### src/hw/dmcr_map.svh
/*
 main control register map: offsets, field positions, reset value.
 assumes inclusion by bare name from the two modules; the package does not include it.
*/
// Functional notes
// - control register at offset zero, sixteen bits, resets to 0x049c.
// - bit 15 enables offset correction stage, else bypassed, default zero.
// - bit 13 enables phase and gain correction, else bypassed, default zero.
// - bits 11:8 pick interpolation 1x,2x,4x,8x,16x; default 8x.
// - bit 7 puts input FIFO in data path; default one.
// - bit 4 set drives alarm pin, clear tristates it; default one.
// - bit 3 alarm polarity, 0 active low, 1 active high; default one.
// - bit 2 resyncs divided clocks from selected sync source; default one.
// - bit 1 inserts inverse sinc filter, else bypassed; default zero.
`ifndef DMCR_MAP_SVH
`define DMCR_MAP_SVH
`define DMCR_OFS_MAIN_CONTROL 7'h00
`define DMCR_RST_MAIN_CONTROL 16'h049c
`define DMCR_BIT_OFFSET_ENA   15
`define DMCR_BIT_CORR_ENA     13
`define DMCR_BIT_INTERP_HI    11
`define DMCR_BIT_INTERP_LO    8
`define DMCR_BIT_FIFO_ENA     7
`define DMCR_BIT_ALARM_OE     4
`define DMCR_BIT_ALARM_POL    3
`define DMCR_BIT_CLKDIV_SYNC  2
`define DMCR_BIT_INVSINC_ENA  1
`define DMCR_RSVD_MASK        16'h5061
`define DMCR_INTERP_1X        4'h0
`define DMCR_INTERP_2X        4'h1
`define DMCR_INTERP_4X        4'h2
`define DMCR_INTERP_8X        4'h4
`define DMCR_INTERP_16X       4'h8
`endif

### src/hw/dmcr_pkg.sv
/*
 types for the main control register block.
 assumes the map header is on the include path.
*/
package dmcr_pkg;
   typedef enum logic [2:0] {
      DMCR_X1  = 3'h0,
      DMCR_X2  = 3'h1,
      DMCR_X4  = 3'h2,
      DMCR_X8  = 3'h3,
      DMCR_X16 = 3'h4
   } dmcr_interp_e;

   typedef struct packed {
      logic         offset_ena;
      logic         corr_ena;
      dmcr_interp_e interp;
      logic         interp_bad;
      logic         fifo_ena;
      logic         invsinc_ena;
   } dmcr_ctrl_s;

   typedef struct packed {
      logic [6:0]  addr;
      logic [15:0] wdata;
      logic        wr;
      logic        rd;
   } dmcr_bus_s;
endpackage : dmcr_pkg

### src/hw/dmcr_main.sv
/*
 main control register of a dual-channel interpolating converter.
 assumes a simple strobe bus synchronous to clk_sys, read data one cycle later.
*/
`timescale 1ns/1ps
`default_nettype none
`include "dmcr_map.svh"
module dmcr_main
   import dmcr_pkg::*;
(
   input  wire logic        clk_sys,          // 200 MHz system clock
   input  wire logic        rst,              // async reset, high
   input  wire logic [6:0]  bus_addr,         // register address
   input  wire logic [15:0] bus_wdata,        // write data
   input  wire logic        bus_wr,           // write strobe
   input  wire logic        bus_rd,           // read strobe
   output var  logic [15:0] bus_rdata,        // read data, cycle after rd
   input  wire logic        sync_pulse,       // selected sync source event
   input  wire logic        alarm_in,         // internal alarm, active high
   output var  logic        offset_corr_ena,  // offset stage in path
   output var  logic        phase_gain_ena,   // phase/gain stage in path
   output var  logic [4:0]  interp_factor,    // one-hot 1x..16x
   output var  logic        interp_bad,       // code was undefined
   output var  logic        fifo_ena,         // input fifo in path
   output var  logic        invsinc_ena,      // inverse sinc in path
   output var  logic        clkdiv_resync,    // one-cycle divider restart
   output var  logic        alarm_pin_out,    // alarm pin level
   output var  logic        alarm_pin_oe_n    // low while pin driven
);
   logic [15:0] ctrl_reg;
   logic [15:0] ctrl_next;
   logic [15:0] rdata_next;
   dmcr_bus_s   bus;
   dmcr_ctrl_s  dec;

   assign bus = '{addr: bus_addr, wdata: bus_wdata, wr: bus_wr, rd: bus_rd};

   wire hit_ctrl = bus.addr == `DMCR_OFS_MAIN_CONTROL;
   wire wr_ctrl  = bus.wr && hit_ctrl;

   // reserved bits are stored as written; software keeps them at default
   assign ctrl_next = wr_ctrl ? bus.wdata : ctrl_reg;
   // unmapped reads answer zero
   assign rdata_next = (bus.rd && hit_ctrl) ? ctrl_reg : 16'h0000;

   always_ff @(posedge clk_sys or posedge rst) begin
      if (rst) begin
         ctrl_reg  <= `DMCR_RST_MAIN_CONTROL;
         bus_rdata <= 16'h0000;
      end else begin
         ctrl_reg  <= ctrl_next;
         bus_rdata <= rdata_next;
      end
   end

   wire [3:0] interp_code = ctrl_reg[`DMCR_BIT_INTERP_HI:`DMCR_BIT_INTERP_LO];

   // undefined codes fall back to 8x, the reset factor, and raise a flag
   always_comb begin
      dec             = '0;
      dec.offset_ena  = ctrl_reg[`DMCR_BIT_OFFSET_ENA];
      dec.corr_ena    = ctrl_reg[`DMCR_BIT_CORR_ENA];
      dec.fifo_ena    = ctrl_reg[`DMCR_BIT_FIFO_ENA];
      dec.invsinc_ena = ctrl_reg[`DMCR_BIT_INVSINC_ENA];
      case (interp_code)
         `DMCR_INTERP_1X:  dec.interp = DMCR_X1;
         `DMCR_INTERP_2X:  dec.interp = DMCR_X2;
         `DMCR_INTERP_4X:  dec.interp = DMCR_X4;
         `DMCR_INTERP_8X:  dec.interp = DMCR_X8;
         `DMCR_INTERP_16X: dec.interp = DMCR_X16;
         default: begin
            dec.interp     = DMCR_X8;
            dec.interp_bad = 1'b1;
         end
      endcase
   end

   wire [4:0] factor_next = 5'h01 << dec.interp;
   // resync only on a sync event while enabled, so dividers restart aligned
   wire resync_next = sync_pulse && ctrl_reg[`DMCR_BIT_CLKDIV_SYNC];

   always_ff @(posedge clk_sys or posedge rst) begin
      if (rst) begin
         offset_corr_ena <= 1'b0;
         phase_gain_ena  <= 1'b0;
         interp_factor   <= 5'h08;
         interp_bad      <= 1'b0;
         fifo_ena        <= 1'b1;
         invsinc_ena     <= 1'b0;
         clkdiv_resync   <= 1'b0;
      end else begin
         offset_corr_ena <= dec.offset_ena;
         phase_gain_ena  <= dec.corr_ena;
         interp_factor   <= factor_next;
         interp_bad      <= dec.interp_bad;
         fifo_ena        <= dec.fifo_ena;
         invsinc_ena     <= dec.invsinc_ena;
         clkdiv_resync   <= resync_next;
      end
   end

   dmcr_alarm_pin u_alarm (
      .clk_sys   (clk_sys),
      .rst       (rst),
      .alarm_in  (alarm_in),
      .drive_ena (ctrl_reg[`DMCR_BIT_ALARM_OE]),
      .pol_high  (ctrl_reg[`DMCR_BIT_ALARM_POL]),
      .pin_out   (alarm_pin_out),
      .pin_oe_n  (alarm_pin_oe_n)
   );

   localparam logic [3:0] INTERP_CODES [5] = '{`DMCR_INTERP_1X, `DMCR_INTERP_2X, `DMCR_INTERP_4X,
                                              `DMCR_INTERP_8X, `DMCR_INTERP_16X};

   // one check per defined code: entry n selects factor bit n
   for (genvar g = 0; g < 5; g++) begin : g_interp_chk

   end
endmodule : dmcr_main
`default_nettype wire

### src/hw/dmcr_alarm_pin.sv
/*
 alarm pin driver: polarity and drive enable from the control word.
 assumes alarm_in is a synchronous active-high alarm level.
*/
`timescale 1ns/1ps
`default_nettype none
`include "dmcr_map.svh"
module dmcr_alarm_pin
   import dmcr_pkg::*;
(
   input  wire logic clk_sys,   // system clock
   input  wire logic rst,       // async reset, high
   input  wire logic alarm_in,  // internal alarm, active high
   input  wire logic drive_ena, // pin drive request
   input  wire logic pol_high,  // 1 active high pin
   output var  logic pin_out,   // pin level
   output var  logic pin_oe_n   // low while driven
);
   wire pin_level_next = pol_high ? alarm_in : ~alarm_in;
   wire oe_n_next      = ~drive_ena;

   always_ff @(posedge clk_sys or posedge rst) begin
      if (rst) begin
         pin_out  <= 1'b0;
         pin_oe_n <= 1'b0;
      end else begin
         pin_out  <= pin_level_next;
         pin_oe_n <= oe_n_next;
      end
   end
endmodule : dmcr_alarm_pin
`default_nettype wire

### config.mk
export PLATFORM = sky130hd
export DESIGN_NAME = dmcr_main
export DESIGN_NICKNAME = d
export VERILOG_FILES = /design/src/hw/dmcr_pkg.sv /design/src/hw/dmcr_main.sv /design/src/hw/dmcr_alarm_pin.sv
export VERILOG_INCLUDE_DIRS = /design/src /design/src/hw
export SDC_FILE = /design/constraint.sdc
export NUM_CORES = 1
export LEC_CHECK = 0
export ABC_AREA = 1
export BUFFER_PORTS_ARGS = -buffer_cell sky130_fd_sc_hd__buf_2
export CAP_MARGIN = 0
export CORE_MARGIN = 4
export CORE_UTILIZATION = 52
export CTS_CLUSTER_DIAMETER = 150
export DETAILED_ROUTE_END_ITERATION = 10
export GPL_TIMING_DRIVEN = 1
export PLACE_DENSITY = 0.84
export SLEW_MARGIN = 30
export SYNTH_ARGS = -nofsm -noshare
export SYNTH_HDL_FRONTEND = slang
export SYNTH_HIERARCHICAL = 1
export SYNTH_SLANG_ARGS = --single-unit
### constraint.sdc
create_clock -name clk_sys -period 2 [get_ports clk_sys]
set_input_delay 0.1 -clock clk_sys [delete_from_list [all_inputs] [get_ports clk_sys]]
set_output_delay 0.1 -clock clk_sys [all_outputs]
set_load 0.05 [all_outputs]
==> impl_metrics.json <==
{
  "endpoint_kind": "output port",
  "crit_chain": "buf_2",
  "wire_per_inst_um": 11.4,
  "status": "completed",
  "mappedNetlistArea_mm2": 0.00170,
  "worstPathMaxFanout": 1,
  "synth_area_leaders": "dfrtp_1, dfstp_2, nand2_1",
  "cts_made_buffers": 5,
  "drt_iter0_drc": 47,
  "synth.yosys.seq_area_share_pct": 66.8,
  "cp_slowest_cell": "dfstp_2",
  "yosys_warnings": 6,
  "antenna_found_initial": 0,
  "layout-drive-gt1-share_pct": 33.9,
  "syn_to_final_growth_pct": 36.2,
  "dp.final_hpwl_um": 2340,
  "cpPeakStageDelay_ns": 0.53,
  "clock_path_buffers": 2,
  "clock_sinks": 45,
  "fmax_mhz": 814,
  "grt_pass1_vias": 1377,
  "rows": 20,
  "slew_violations": 0,
  "grt_max_degree": 18,
  "power_density_mw_per_mm2": 849,
  "max_slew.worst_pin.slew_ns": 0.582,
  "crit_type": "reg -> out",
  "synth_top_area_share_pct": 56.0,
  "synth_top_area_cell": "dfrtp_1",
  "finalSetupViolCount": 0,
  "grt_pass1_wl_um": 5980,
  "use_met2_pct": 33.1,
  "clock_latency_ns": 0.36,
  "vias": 1320,
  "skew_ns": 0.0170,
  "final_area_mm2": 0.00231,
  "clkSlewWorstSetupHoldPaths_ns": 0.14,
  "critPathLaunchType": "register",
  "path_delay_family": "flip-flops",
  "gr-usage-met1_pct": 22.5,
  "die-width_um": 65.2,
  "overflow": 0,
  "core_mm2": 0.00308,
  "synth_edf_count": 0,
  "synth_flop_cell": "dfrtp_1",
  "port_buffers": 57,
  "avgSynthCellArea_um2": 9.82,
  "rsz0062_at_grt": "no",
  "place.gp.congestion": 0.766,
  "fin_crit_sh_pct": 61.4,
  "routed_wl_um": 3400,
  "die_area_mm2": 0.00425,
  "cp.required_ns": 1.90,
  "synthesis.nets": 202,
  "start_util_pct": 55.2,
  "detail-route-antenna-nets": 0,
  "use_met3_pct": 3.59,
  "hp-class": "in -> reg",
  "whs_ns": 0.0879,
  "synth_async_sr_flop_share_pct": 100,
  "drt-pass1-iter-count": 4,
  "clockRootBuffer": "clkbuf_4",
  "drc_errors": 0,
  "synth-seq-cells": 45,
  "cts_resized": 0,
  "finalPower_mw": 1.96,
  "cts_tree": "built",
  "diodes": 0,
  "via_per_inst": 4.43,
  "relSlewSlack_pct": 61.1,
  "r2r_slack_ns": 0.98,
  "cp_num_buf_inv": 1,
  "h-tree-depth": 2,
  "peakVddDrop_mv": 0.580,
  "p_leak_nw": 1.31,
  "ys_types": 14,
  "cp.arrival_ns": 1.13,
  "io_pins": 58,
  "tns_ns": 0,
  "syn_inst": 173,
  "hold_viol": 0,
  "drv_cap": 0,
  "die_h_um": 65.2,
  "period_needed_ns": 1.23,
  "busiest_layer": "met2",
  "nets": 282,
  "place_area_mm2": 0.00202,
  "grt_use_total_pct": 18.7
}
## metal layers
metal	routed length, µm	share of wire [%]
met5	0	0
met2	1850	54
met3	164	4.8
met4	55	1.6
met1	1340	39
## repair_timing
item	in CTS	in global routing
hold buffers	19	0
setup buffers	0	0
endpoints found under the hold margin	34	0
## cells by family (layout without fill, tap and decap cells)
logic type / after synthesis / after routing / synth area share, %
buffers and inverters: 37 / 118 / 9.06
DFF: 45 / 45 / 66.8
and+or+nand+nor: 91 / 91 / 24.2
## cells in the final DEF (no fill, tap or decap), types with 2 or more instances in the layout
| cell | Yosys | final |
|---|---|---|
| buf_2 | 3 | 57 |
| nand2_1 | 43 | 43 |
| dfrtp_1 | 38 | 38 |
| inv_1 | 32 | 31 |
| nand3_1 | 19 | 19 |
| dlygate4sd3_1 | 0 | 19 |
| nor2_1 | 14 | 14 |
| nor2_2 | 10 | 10 |
| dfstp_2 | 7 | 7 |
| clkbuf_4 | 0 | 5 |
| nor3_1 | 2 | 2 |
| bufinv_16 | 0 | 2 |
| buf_4 | 1 | 2 |
## final cells by class
cell class	count	area, µm²
Timing Repair Buffer	78	490
Sequential cell	45	1130
Fill cell	222	764
Clock inverter	3	65.1
Multi-Input combinational cell	91	410
Clock buffer	5	37.5
Tap cell	44	55.1
Inverter	32	120
## cells in the mapped netlist, types with 2 or more instances
library cell	instances
buf_2	3
dfrtp_1	38
dfstp_2	7
inv_1	32
nand2_1	43
nand3_1	19
nor2_1	14
nor2_2	10
nor3_1	2
## metrics by stage
| step | std cells | utilization [%] | worst slack, ns |
|---|---|---|---|
| 6_report | 298 | 75.2 | 0.772 |
| 5_1_grt | 298 | 75.2 | 0.721 |
| 4_1_cts | 298 | 75.2 | 0.751 |
| 3_5_place_dp | 271 | 65.7 | 0.763 |
| 3_3_place_gp | 271 | 65.7 | 0.787 |
| 2_1_floorplan | 173 | - | 0.909 |
## final timing paths
| kind | cells after the start | endpoint | start |
|---|---|---|---|
| worst min-delay path | 3 | ctrl_reg[2] | bus_wr |
| worst max-delay path | 1 | interp_factor[3] | interp_factor[3] |
| max in group asynchronous | 4 | interp_factor[3] | rst |
| worst max register to register | 4 | interp_bad | ctrl_reg[10] |
| worst min register to register | 0 | fifo_ena | ctrl_reg[7] |
| min in group asynchronous | 3 | u_alarm/pin_out | rst |
## power breakdown
part	total [mW]	leakage, nW	internal (mW)	switching, mW
clock network	0.667	0.0552	0.387	0.280
registers	1.00	0.587	0.974	0.0268
logic	0.296	0.664	0.0933	0.203
total	1.96	1.31	1.45	0.510
Power figures use the tool's default switching activity.
